`config.mk`:
```
export PLATFORM = sky130hd
export DESIGN_NAME = scrt_timer
export DESIGN_NICKNAME = d
export VERILOG_FILES = /design/src/inc/scrt_pkg.sv /design/src/hdl/scrt_prescale.sv /design/src/hdl/scrt_sync_edge.sv /design/src/hdl/scrt_timer.sv
export SDC_FILE = /design/constraint.sdc
export NUM_CORES = 1
export LEC_CHECK = 0
export ABC_CLOCK_PERIOD_IN_PS = 11300
export BUFFER_PORTS_ARGS = -buffer_cell sky130_fd_sc_hd__clkbuf_2
export CAP_MARGIN = 20
export CORE_UTILIZATION = 60
export DETAILED_ROUTE_END_ITERATION = 10
export GPL_TIMING_DRIVEN = 0
export PLACE_DENSITY = 0.84
export SYNTH_ARGS = -nofsm -noshare
export SYNTH_HDL_FRONTEND = slang
export SYNTH_SLANG_ARGS = --single-unit
```
`constraint.sdc`:
```
create_clock -name i_clk -period 11.3 [get_ports i_clk]
set_input_delay 0.565 -clock i_clk [delete_from_list [all_inputs] [get_ports i_clk]]
set_output_delay 0.565 -clock i_clk [all_outputs]
set_load 0.005 [all_outputs]
```
`src/inc/scrt_pkg.sv`:
```
`default_nettype none
package scrt_pkg;
  // register indices; byte address is four times the index
  localparam logic [7:0] IDX_CTL  = 8'hC8;
  localparam logic [7:0] IDX_MODE = 8'hC9;
  localparam logic [7:0] IDX_CLK  = 8'h8E;
  localparam logic [7:0] IDX_RL   = 8'hCA;
  localparam logic [7:0] IDX_RH   = 8'hCB;
  localparam logic [7:0] IDX_CL   = 8'hCC;
  localparam logic [7:0] IDX_CH   = 8'hCD;
  localparam int         ADDR_W   = 10;
  localparam int         DATA_W   = 32;
  localparam int         BE_W     = 4;
  localparam int         IDX_LSB  = 2;
  // timer control register fields
  localparam int CTL_OVF  = 7;
  localparam int CTL_EXF  = 6;
  localparam int CTL_RXS  = 5;
  localparam int CTL_TXS  = 4;
  localparam int CTL_EXEN = 3;
  localparam int CTL_RUN  = 2;
  localparam int CTL_SRC  = 1;
  localparam int CTL_CPRL = 0;
  // timer mode register fields
  localparam int MODE_OE   = 1;
  localparam int MODE_DOWN_COUNT_ENABLE = 0;
  // clock control register field
  localparam int CLK_DIV = 5;
  // reset values and count constants
  localparam logic [5:0]  CFG_RST   = 6'h00;
  localparam logic [15:0] COUNT_RST = 16'h0000;
  localparam logic [15:0] RL_RST    = 16'h0000;
  localparam logic [15:0] COUNT_MAX = 16'hFFFF;
  localparam logic [15:0] COUNT_ONE = 16'h0001;
  // oscillator cycles per tick
  localparam int         DIV_W    = 4;
  localparam logic [3:0] DIV_SLOW = 4'hC;
  localparam logic [3:0] DIV_FAST = 4'h4;
  localparam logic [3:0] DIV_BAUD = 4'h2;
endpackage
`default_nettype wire

```
`src/hdl/scrt_prescale.sv`:
```
`timescale 1ns/100ps
`default_nettype none
module scrt_prescale #(
  parameter int W = scrt_pkg::DIV_W
) (
  // clock and reset
  input  wire logic         i_clk,
  input  wire logic         i_resetn,
  // control
  input  wire logic         i_run,
  input  wire logic [W-1:0] i_div,
  // tick out
  output var  logic         o_tick
);
  logic [W-1:0] cnt_q;
  wire  [W-1:0] last = i_div - {{(W-1){1'b0}}, 1'b1};
  wire          wrap = cnt_q >= last;

  // >= so a smaller divider taken mid-count still wraps
  always_ff @(posedge i_clk or negedge i_resetn) begin
    if (!i_resetn) begin
      cnt_q  <= '0;
      o_tick <= 1'b0;
    end else begin
      cnt_q  <= (!i_run || wrap) ? '0 : cnt_q + {{(W-1){1'b0}}, 1'b1};
      o_tick <= i_run & wrap;
    end
  end
endmodule
`default_nettype wire

```
`src/hdl/scrt_sync_edge.sv`:
```
`timescale 1ns/100ps
`default_nettype none
module scrt_sync_edge (
  // clock and reset
  input  wire logic i_clk,
  input  wire logic i_resetn,
  // pin and its view
  input  wire logic i_pin,
  output var  logic o_level,
  output var  logic o_fall
);
  logic meta_q;
  logic prev_q;

  // pins idle high, so reset high avoids a false edge
  always_ff @(posedge i_clk or negedge i_resetn) begin
    if (!i_resetn) begin
      meta_q  <= 1'b1;
      o_level <= 1'b1;
      prev_q  <= 1'b1;
      o_fall  <= 1'b0;
    end else begin
      meta_q  <= i_pin;
      o_level <= meta_q;
      prev_q  <= o_level;
      o_fall  <= prev_q & ~o_level;
    end
  end
endmodule
`default_nettype wire

```
`src/hdl/scrt_timer.sv`:
```
`timescale 1ns/100ps
`default_nettype none
module scrt_timer (
  // clock and reset
  input  wire logic                         i_clk,
  input  wire logic                         i_resetn,
  // avalon-mm slave
  input  wire logic [scrt_pkg::ADDR_W-1:0]  i_avs_address,
  input  wire logic                         i_avs_read,
  input  wire logic                         i_avs_write,
  input  wire logic [scrt_pkg::DATA_W-1:0]  i_avs_writedata,
  input  wire logic [scrt_pkg::BE_W-1:0]    i_avs_byteenable,
  output var  logic [scrt_pkg::DATA_W-1:0]  o_avs_readdata,
  output var  logic                         o_avs_waitrequest,
  // pins
  input  wire logic                         i_external_trigger_pin,
  input  wire logic                         i_count_input_pin,
  output var  logic                         o_count_input_pin,
  output var  logic                         o_count_input_pin_oe,
  // serial port clocking
  input  wire logic                         i_other_timer_ovf,
  output var  logic                         o_rx_shift_tick,
  output var  logic                         o_tx_shift_tick,
  // interrupt request flags
  output var  logic                         o_overflow_flag,
  output var  logic                         o_external_flag
);
  import scrt_pkg::*;

  // register state
  logic [5:0]  cfg_q;
  logic        oe_q;
  logic        down_count_enable_q;
  logic        fast_q;
  logic [15:0] count_q;
  logic [15:0] count_d;
  logic [15:0] rel_q;
  logic [15:0] rel_d;
  logic        tf_d;
  logic        exf_d;

  // pin views
  logic        trig_level;
  logic        trig_fall;
  logic        cin_level;
  logic        cin_fall;
  logic        pre_tick;

  // bus decode
  wire [7:0] idx     = i_avs_address[ADDR_W-1:IDX_LSB];
  wire [7:0] wdata   = i_avs_writedata[7:0];
  wire       req     = i_avs_read | i_avs_write;
  wire       take    = req & o_avs_waitrequest;
  wire       commit  = i_avs_write & ~o_avs_waitrequest;
  wire       wr_ok   = commit & i_avs_byteenable[0];
  wire       wr_ctl  = wr_ok & (idx == IDX_CTL);
  wire       wr_mode = wr_ok & (idx == IDX_MODE);
  wire       wr_clk  = wr_ok & (idx == IDX_CLK);
  wire       wr_rl   = wr_ok & (idx == IDX_RL);
  wire       wr_rh   = wr_ok & (idx == IDX_RH);
  wire       wr_cl   = wr_ok & (idx == IDX_CL);
  wire       wr_ch   = wr_ok & (idx == IDX_CH);
  wire       cnt_wr  = wr_cl | wr_ch;
  wire       rel_wr  = wr_rl | wr_rh;

  // control fields
  wire run         = cfg_q[CTL_RUN];
  wire src_pin     = cfg_q[CTL_SRC];
  wire ext_en      = cfg_q[CTL_EXEN];
  wire rx_sel      = cfg_q[CTL_RXS];
  wire tx_sel      = cfg_q[CTL_TXS];
  wire baud        = rx_sel | tx_sel;
  wire fast_base   = baud | oe_q;
  wire capture_md  = cfg_q[CTL_CPRL] & ~baud;
  wire reload_md   = ~capture_md;
  wire updown_md   = reload_md & down_count_enable_q & ~baud;
  wire down_dir    = updown_md & ~trig_level;
  wire ext_ev      = ext_en & trig_fall;

  // read mux, reserved bits read zero
  wire [7:0] ctl_rd  = {o_overflow_flag, o_external_flag, cfg_q};
  wire [7:0] mode_rd = {6'h00, oe_q, down_count_enable_q};
  wire [7:0] clk_rd  = {2'h0, fast_q, 5'h00};
  wire [7:0] rd_byte =
    (idx == IDX_CTL)  ? ctl_rd        :
    (idx == IDX_MODE) ? mode_rd       :
    (idx == IDX_CLK)  ? clk_rd        :
    (idx == IDX_RL)   ? rel_q[7:0]    :
    (idx == IDX_RH)   ? rel_q[15:8]   :
    (idx == IDX_CL)   ? count_q[7:0]  :
    (idx == IDX_CH)   ? count_q[15:8] : 8'h00;

  // timebase: /2 in baud or clock-out, else /12 or /4
  wire [DIV_W-1:0] div_sel =
    fast_base ? DIV_BAUD : (fast_q ? DIV_FAST : DIV_SLOW);

  // the pin cannot be counted while this block drives it
  wire pin_tick = cin_fall & ~oe_q;
  wire tick     = run & (src_pin ? pin_tick : pre_tick);

  // events
  wire at_max    = count_q == COUNT_MAX;
  wire ovf       = tick & ~down_dir & at_max;
  wire unf       = tick & down_dir & (count_q == rel_q);
  wire wrap_ev   = ovf | unf;
  wire force_rl  = reload_md & ~baud & ~updown_md & ext_ev;
  wire capture   = capture_md & ext_ev;
  wire tf_set    = wrap_ev & ~baud & ~oe_q;
  wire exf_tog   = updown_md & wrap_ev;
  wire exf_set   = ext_ev & (capture | force_rl | baud | oe_q);

  scrt_sync_edge u_trig (
    .i_clk    (i_clk),
    .i_resetn (i_resetn),
    .i_pin    (i_external_trigger_pin),
    .o_level  (trig_level),
    .o_fall   (trig_fall)
  );

  scrt_sync_edge u_cin (
    .i_clk    (i_clk),
    .i_resetn (i_resetn),
    .i_pin    (i_count_input_pin),
    .o_level  (cin_level),
    .o_fall   (cin_fall)
  );

  scrt_prescale #(
    .W (DIV_W)
  ) u_pre (
    .i_clk    (i_clk),
    .i_resetn (i_resetn),
    .i_run    (run & ~src_pin),
    .i_div    (div_sel),
    .o_tick   (pre_tick)
  );

  // count next value; one 16-bit register throughout
  always_comb begin
    count_d = count_q;
    if (force_rl) begin
      count_d = rel_q;
    end else if (ovf) begin
      count_d = reload_md ? rel_q : COUNT_RST;
    end else if (unf) begin
      count_d = COUNT_MAX;
    end else if (tick) begin
      count_d = down_dir ? count_q - COUNT_ONE : count_q + COUNT_ONE;
    end
    if (wr_cl) begin
      count_d[7:0] = wdata;
    end
    if (wr_ch) begin
      count_d[15:8] = wdata;
    end
  end

  // capture overrides a colliding software byte write
  always_comb begin
    rel_d = rel_q;
    if (wr_rl) begin
      rel_d[7:0] = wdata;
    end
    if (wr_rh) begin
      rel_d[15:8] = wdata;
    end
    if (capture) begin
      rel_d = count_q;
    end
  end

  // hardware set or toggle wins over a software write
  always_comb begin
    tf_d  = wr_ctl ? wdata[CTL_OVF] : o_overflow_flag;
    exf_d = wr_ctl ? wdata[CTL_EXF] : o_external_flag;
    if (tf_set) begin
      tf_d = 1'b1;
    end
    if (exf_tog) begin
      exf_d = ~o_external_flag;
    end else if (exf_set) begin
      exf_d = 1'b1;
    end
  end

  always_ff @(posedge i_clk or negedge i_resetn) begin
    if (!i_resetn) begin
      o_avs_waitrequest <= 1'b1;
      o_avs_readdata    <= '0;
    end else begin
      o_avs_waitrequest <= ~take;
      if (take) begin
        o_avs_readdata <= {24'h000000, rd_byte};
      end
    end
  end

  always_ff @(posedge i_clk or negedge i_resetn) begin
    if (!i_resetn) begin
      cfg_q  <= CFG_RST;
      oe_q   <= 1'b0;
      down_count_enable_q <= 1'b0;
      fast_q <= 1'b0;
    end else begin
      if (wr_ctl) begin
        cfg_q <= wdata[5:0];
      end
      if (wr_mode) begin
        oe_q   <= wdata[MODE_OE];
        down_count_enable_q <= wdata[MODE_DOWN_COUNT_ENABLE];
      end
      if (wr_clk) begin
        fast_q <= wdata[CLK_DIV];
      end
    end
  end

  always_ff @(posedge i_clk or negedge i_resetn) begin
    if (!i_resetn) begin
      count_q         <= COUNT_RST;
      rel_q           <= RL_RST;
      o_overflow_flag <= 1'b0;
      o_external_flag <= 1'b0;
    end else begin
      count_q         <= count_d;
      rel_q           <= rel_d;
      o_overflow_flag <= tf_d;
      o_external_flag <= exf_d;
    end
  end

  // pin drive and serial clock routing
  always_ff @(posedge i_clk or negedge i_resetn) begin
    if (!i_resetn) begin
      o_count_input_pin    <= 1'b0;
      o_count_input_pin_oe <= 1'b0;
      o_rx_shift_tick      <= 1'b0;
      o_tx_shift_tick      <= 1'b0;
    end else begin
      o_count_input_pin_oe <= oe_q;
      if (oe_q & ovf) begin
        o_count_input_pin <= ~o_count_input_pin;
      end
      o_rx_shift_tick <= rx_sel ? ovf : i_other_timer_ovf;
      o_tx_shift_tick <= tx_sel ? ovf : i_other_timer_ovf;
    end
  end
endmodule
`default_nettype wire

```
==> results of run 1 <==
## logic make-up after synthesis
family | Yosys count | synth area share
AOI/OAI and AO/OA | 113 | 0.1574
xor gates and xnor gates | 29 | 0.05451
adders and majority gates | 4 | 0.01074
buffers and inverters | 65 | 0.09022
DFF | 69 | 0.3725
muxes | 39 | 0.09210
other | 1 | 0.0008048
and+or+nand+nor | 205 | 0.2218
## area by class of cell
type / instances / area [um2] / area share
sequential: 69 / 1735 / 0.3266
tap: 99 / 123.9 / 0.02331
buffer: 62 / 409.1 / 0.07700
timing repair buffer: 40 / 227.7 / 0.04285
inverter: 3 / 11.26 / 0.002119
clock buffer: 9 / 123.9 / 0.02331
multi-input combinational: 414 / 2590 / 0.4874
clock inverter: 7 / 92.59 / 0.01742
## sequential cells by signal (all words and copies together) (netlist names), 4 cells and up
register,count
count_q,16
o_avs_readdata,8
cfg_q,6
u_pre.cnt_q,4
rel_q,16
## layer usage
metal  part of all wire  vias up  wire length [um]  track usage
li1                   -     1980                 -            -
met5                  0        -                 0            0
met2               0.45      307              6423       0.5732
met1               0.41     2096              5777       0.4950
met4              0.032        0               460       0.1478
met3               0.11       46              1509      0.07614
## power by group through the flow
stage	Sequential, mW	Combinational (mW)	Clock (mW)
3_3_place_gp	0.267	0.0744	0
4_1_cts	0.263	0.0780	0.221
2_1_floorplan	0.265	0.0508	0
6_report	0.263	0.0793	0.221
3_5_place_dp	0.267	0.0775	0
5_1_grt	0.264	0.0865	0.232
## worst max-delay path, cell delays in order (launching register included)
cell and delay [ns]:
dfrtp_1 0.49, or4b_1 0.55, buf_6 0.16, or2_2 0.29, clkbuf_1 0.25, xnor2_1 0.19
ha_1 0.26, or4_2 0.57, nand2b_1 0.23, or4_1 0.41, o21ai_0 0.14, nand2_1 0.09
o31ai_1 0.19, o21ai_0 0.14
## stage by stage
step	worst slack [ns]	total power [mW]	area [um2]	hold WS, ns	utilization
floorplan	7.708	0.3157	4746	0.2694	-
global placement	7.326	0.3413	5060	0.3474	0.6866
detailed placement	7.306	0.3449	5097	0.3509	0.6917
CTS	7.267	0.5615	5314	0.1277	0.7211
global route	7.024	0.5818	5314	0.1357	0.7211
finish	7.196	0.5630	5314	0.1157	0.7211
## synth_stat cells (5+ instances only)
master    instances  share of area
dfrtp_1          62           0.33
clkbuf_1         23          0.019
o31ai_1           6         0.0097
nand4_1           6         0.0081
nand3_1          11          0.012
a21oi_1          39          0.042
nor2_1           59          0.048
or2_2             5         0.0067
nor2b_1           6         0.0081
xor2_1            9          0.017
o21ai_0          19          0.020
nand2b_1          7         0.0094
or4_1             5         0.0081
nand2_1          49          0.039
dfstp_2           7          0.039
clkbuf_8          5          0.015
xnor2_1          20          0.038
nor3_1           18          0.019
mux2_2           11          0.027
mux2i_1          26          0.056
buf_4            27          0.044
nor4_1            5         0.0067
## worst max path at each step
stage,start,to,slack (ns),cells past startpoint
final,cfg_q[5]$_DFFE_PN0P_,count_q[8]$_DFFE_PN0P_,7.20,13
after global routing,cfg_q[5]$_DFFE_PN0P_,count_q[8]$_DFFE_PN0P_,7.02,13
after CTS,cfg_q[5]$_DFFE_PN0P_,count_q[8]$_DFFE_PN0P_,7.27,13
after detailed placement,cfg_q[5]$_DFFE_PN0P_,count_q[8]$_DFFE_PN0P_,7.31,13
after global placement,cfg_q[5]$_DFFE_PN0P_,count_q[8]$_DFFE_PN0P_,7.33,13
after floorplan,cfg_q[0]$_DFFE_PN0P_,count_q[8]$_DFFE_PN0P_,7.71,13
==> impl_results.md, run 1 <==
- Pleak: 2.295 nW
- Async S/R FF share, synth: 1.000
- Distinct cells, synth: 75
- Cts hold-fix bufs: 0
- Port bufs: 38
- PD cells: about 110 nW/um2
- Gate Count Post-Synth: between 500 and 600
- Hold crit path type: in -> async
- Worst-Margin Slew: 1.150 ns
- Via count: 4,429
- Largest net degree at the start of global routing: 51
- Count of state elements after synthesis: 69
- Worst r2r path cells: 13
- Setup TNS: 0 ns
- Maximum buffer depth of the clock tree: 2
- Resized cells post-CTS: 0
- Clock edge transition at the registers on the reported setup and hold paths: around 0.09 ns
- Clock Latency Late Sink: approximately 0.37 ns
- I/O pins: 92
- Worst R2R End: count_q[8]$_DFFE_PN0P_
- Sw frac: 0.2955
- Max_slew headroom: 0.2315
- Crit share post-route: 0.3632
- CP Data Arrival Time: 4.34 ns
- Clk network pwr share: 0.392
- Critical Path RT: roughly 12 ns
- TritonCTS buffer count: 9
- DR WL/cell: 20.16 um
- Number of cell rows: 31
- Max-slew violations: 0
- Clock Sinks: 69
- Fin nets: 656
- # setup viols final: 0
- Int Power: 396.6 uW
- Root Driver: clkbuf_8
- RSZ-0062 raised after global routing: no
- Non-Filler Instances: roughly 700
- Grt ovf: 0
- Worst vdd rail ir drop: 0.0001068 V
- R2R setup slack: 7.20 ns
- Ant diodes: 0
- Initial antenna violation count: 0
- Initial Util: 0.6323
- Ys Warns: 0
- Sw Pwr: approximately 170 uW
- Cell area after synthesis: 4659 um2
- Fin crit period: 4.104 ns
- Initial drt markers: approximately 530
- Gpl congestion: about 0.94
- Fillers: 592
- Most common cell after layout, fill and taps aside: dfrtp_1
- Critical path type: reg -> reg
- CTS tree: yes
- Share of cells above drive strength 1: 0.2103
- Via/cell ratio: 6.300
- Core Footprint: 7370 um2
- DR pass1 iterations: 7
- Max cap viols: 0
- Top FF cell, synth: dfrtp_1
- H-tree levels: 3
- Die height: 90.13 um
- Gr usage total: 0.3656
- Seq pwr share: 0.467
- Drt drc: 0
- Post-route ant nets: 0
- Seq/Total Area, Yosys: 0.3724
- Skew final: 0.01078 ns
- Worst setup EP type: flip-flop
- Dpl cells: 687
- Dpl hpwl: 10.36 mm
- Reg2Reg Launch Point: cfg_q[5]$_DFFE_PN0P_
- Die area: around 8100 um2
- Final wirelength: 14.17 mm
- Critical path peak fanout: 10
- Most frequent cells in the layout: dfrtp_1, nor2_1, nand2_1
- Fmax: 243.6 MHz
- Final Hold Violating Endpoints: 0
- Synth Area per Inst: 8.875 um2
- Number of global-route vias before repair: 4,301
- Area grow syn2layout: 14.04%
- Post-CTS setup repair buffer count: 0
- Status: finished clean
- Post-synth EDFFs: 0
- Crit path launch type: flip-flop
- Combinational share of power: 0.141
- Die width: 90.13 um
- Global-route wire length before repair: around 23 mm
Note: power is estimated with default switching activity, not from simulation.
==> run 2, diff against run 1 <==
--- a/config.mk
+++ b/config.mk
@@ -5,13 +5,13 @@
 export SDC_FILE = /design/constraint.sdc
 export NUM_CORES = 1
 export LEC_CHECK = 0
-export ABC_CLOCK_PERIOD_IN_PS = 11300
+export ABC_CLOCK_PERIOD_IN_PS = 3700
 export BUFFER_PORTS_ARGS = -buffer_cell sky130_fd_sc_hd__clkbuf_2
 export CAP_MARGIN = 20
-export CORE_UTILIZATION = 60
+export CORE_UTILIZATION = 51
 export DETAILED_ROUTE_END_ITERATION = 10
 export GPL_TIMING_DRIVEN = 0
-export PLACE_DENSITY = 0.84
+export PLACE_DENSITY = 0.76
 export SYNTH_ARGS = -nofsm -noshare
 export SYNTH_HDL_FRONTEND = slang
 export SYNTH_SLANG_ARGS = --single-unit
==> constraint.sdc (replaced) <==
create_clock -name i_clk -period 3.7 [get_ports i_clk]
set_input_delay 0.185 -clock i_clk [delete_from_list [all_inputs] [get_ports i_clk]]
set_output_delay 0.185 -clock i_clk [all_outputs]
set_load 0.005 [all_outputs]
==> run 2 against run 1 <==
  * Critical path depth stayed put
  * Register-to-register slack got worse by 7.1 ns
  * Hold slack got worse by 0.062 ns
  * Power grew to 3.0 times the previous value
  * Critical endpoint unchanged
==> impl_results.md, run 2 (synthesis gave the netlist of run 1 again) <==
- Non-Filler Instances: 718
- Via/cell ratio: 6.120
- Worst-Margin Slew: 0.9202 ns
- Worst setup EP type: flip-flop
- I/O pins: 92
- Die area: 9523 um2
- Die height: 97.59 um
- Number of global-route vias before repair: 4,070
- CP Data Arrival Time: around 3.9 ns
- Registers with the most flip-flops: count_q (16), rel_q (16), o_avs_readdata (8)
- Root Driver: clkbuf_8
- Fin crit period: 3.625 ns
- Initial Util: 0.5317
- Gpl congestion: 0.9806
- # setup viols final: 0
- Max cap viols: 0
- CP max stage cell: or4_2
- Critical path peak fanout: 10
- Core Footprint: 8763 um2
- Routed wl met2: 6.414 mm
- Fmax: 275.9 MHz
- Max-slew violations: 0
- Hold crit path type: in -> reg
- Grt ovf: 0
- Sequential cell area in the final layout: between 1500 and 2000 um2
- DR WL/cell: 20.00 um
- Die width: 97.59 um
- Via count: 4,394
- Post-route ant nets: 0
- Worst vdd rail ir drop: between 0.0002 and 0.00025 V
- Status: finished clean
- Final Hold Violating Endpoints: 0
- Maximum buffer depth of the clock tree: 2
- Most frequent cells in the layout: dfrtp_1, nor2_1, nand2_1
- Pwr Total: 1.696 mW
- Worst-path cell chain: or4b_1 -> buf_6 -> or2_4 -> buf_8 -> xnor2_1 -> ha_2 -> or4_2 -> nand2b_4 -> or4_4 -> o21ai_2 -> nand2_1 -> o31ai_2 -> o21ai_1
- Skew final: 0.01398 ns
- Crit share post-route: 0.9797
- H-tree levels: 3
- Pleak: 2.339 nW
- Share of cells above drive strength 1: 0.2262
- Max_slew headroom: 0.3818
- Fin nets: about 660
- Clock Sinks: 69
- Clock edge transition at the registers on the reported setup and hold paths: 0.10 ns
- Met3 WL: 1.421 mm
- Worst path max stage delay: between 0.5 and 0.6 ns
- Gr usage total: 0.3115
- TritonCTS buffer count: 9
- Initial antenna violation count: 0
- Largest net degree at the start of global routing: 44
- Area grow syn2layout: 15.68%
- Global-route wire length before repair: 22.71 mm
- Most common cell after layout, fill and taps aside: dfrtp_1
- Ant diodes: 0
- Critical Path RT: 3.95 ns
- Port bufs: 38
- Multi-input logic area: 2615 um2
- Final wirelength: 14.36 mm
- Number of cell rows: 34
- CTS tree: yes
- Crit path launch type: flip-flop
- Fillers: 799
- M1 wire length: 6.118 mm
- Clock Latency Late Sink: 0.37 ns
- Critical path type: reg -> reg
- Dpl hpwl: roughly 10 mm
- Dpl cells: 696
- Drt drc: 0
- Initial drt markers: 594
- PD cells: 314.7 nW/um2
- Top routing layer used: met4
- DR pass1 iterations: 7
[run 2: cell types whose count changed in the layout (fill, tap and decap cells not counted), sizes merged]
cell	before	now
buf	35	38
bufinv	1	0
clkinv	1	2
clkinvlp	2	0
dlygate4sd3	0	3
inv	6	8
[run 2: repair_timing]
action                                 4_1_cts  5_1_grt
endpoints found under the hold margin       25        0
setup endpoints to repair                    5        3
pin swaps                                    1        0
hold buffers                                 3        0
resized for setup                           10        4
setup buffers                                2        0
[run 2: final cells by class]
cell class / instances / area share
well taps: 108 / 0.02507
inverters: 3 / 0.002089
repair buffers: 46 / 0.05014
clock buffers: 9 / 0.02298
multi-input cells: 414 / 0.4851
flip-flops and latches: 69 / 0.3224
clock inverters: 7 / 0.01416
plain buffers: 62 / 0.07799
[run 2: worst max-delay path: cells and delay by family (launching register included)]
kind	cells	cell delay (ns)
xor gates and xnor gates	1	0.13
buffers and inverters	2	0.31
AOI/OAI and AO/OA	3	0.37
adders and majority gates	1	0.21
and+or+nand+nor	6	2.05
DFF	1	0.44
[run 2: path summary, 6_finish.rpt]
kind,startpoint,end,slack (ns),depth (start not counted)
setup / recovery,cfg_q[5]$_DFFE_PN0P_,count_q[8]$_DFFE_PN0P_,0.07,13
min in group asynchronous,i_resetn,rel_q[7]$_DFFE_PN0P_,0.30,2
setup reg to reg,cfg_q[5]$_DFFE_PN0P_,count_q[8]$_DFFE_PN0P_,0.07,13
hold / removal,i_other_timer_ovf,o_tx_shift_tick$_DFF_PN0_,0.05,2
hold reg to reg,u_trig.meta_q$_DFF_PN1_,u_trig.o_level$_DFF_PN1_,0.36,0
max in group asynchronous,i_resetn,u_cin.meta_q$_DFF_PN1_,2.78,3
[run 2: metal layers]
metal / vias up / global-route usage
met5: - / 0
met4: 0 / 0.1154
met3: 35 / 0.06043
met2: 259 / 0.4680
met1: 2109 / 0.4452
li1: 1991 / -
[run 2: metrics by stage]
stage	util	instance area, um2	hold slack (ns)	TNS [ns]	setup WS, ns
6_report	0.6151	5390	0.05353	0	0.07496
3_3_place_gp	0.5787	5071	0.2728	-0.5275	-0.3136
3_5_place_dp	0.5821	5101	0.1649	-0.8098	-0.3401
5_1_grt	0.6151	5390	0.06154	-0.007839	-0.007839
4_1_cts	0.6131	5373	0.04851	0	0.009895
2_1_floorplan	-	4746	-0.1106	0	0.1082
[run 2: power breakdown]
part | internal (mW) | switching, mW | leakage (nW)
combinational | 0.107 | 0.141 | 1.44
sequential | 0.780 | 0.0215 | 0.795
clock | 0.269 | 0.377 | 0.103
total | 1.16 | 0.540 | 2.34
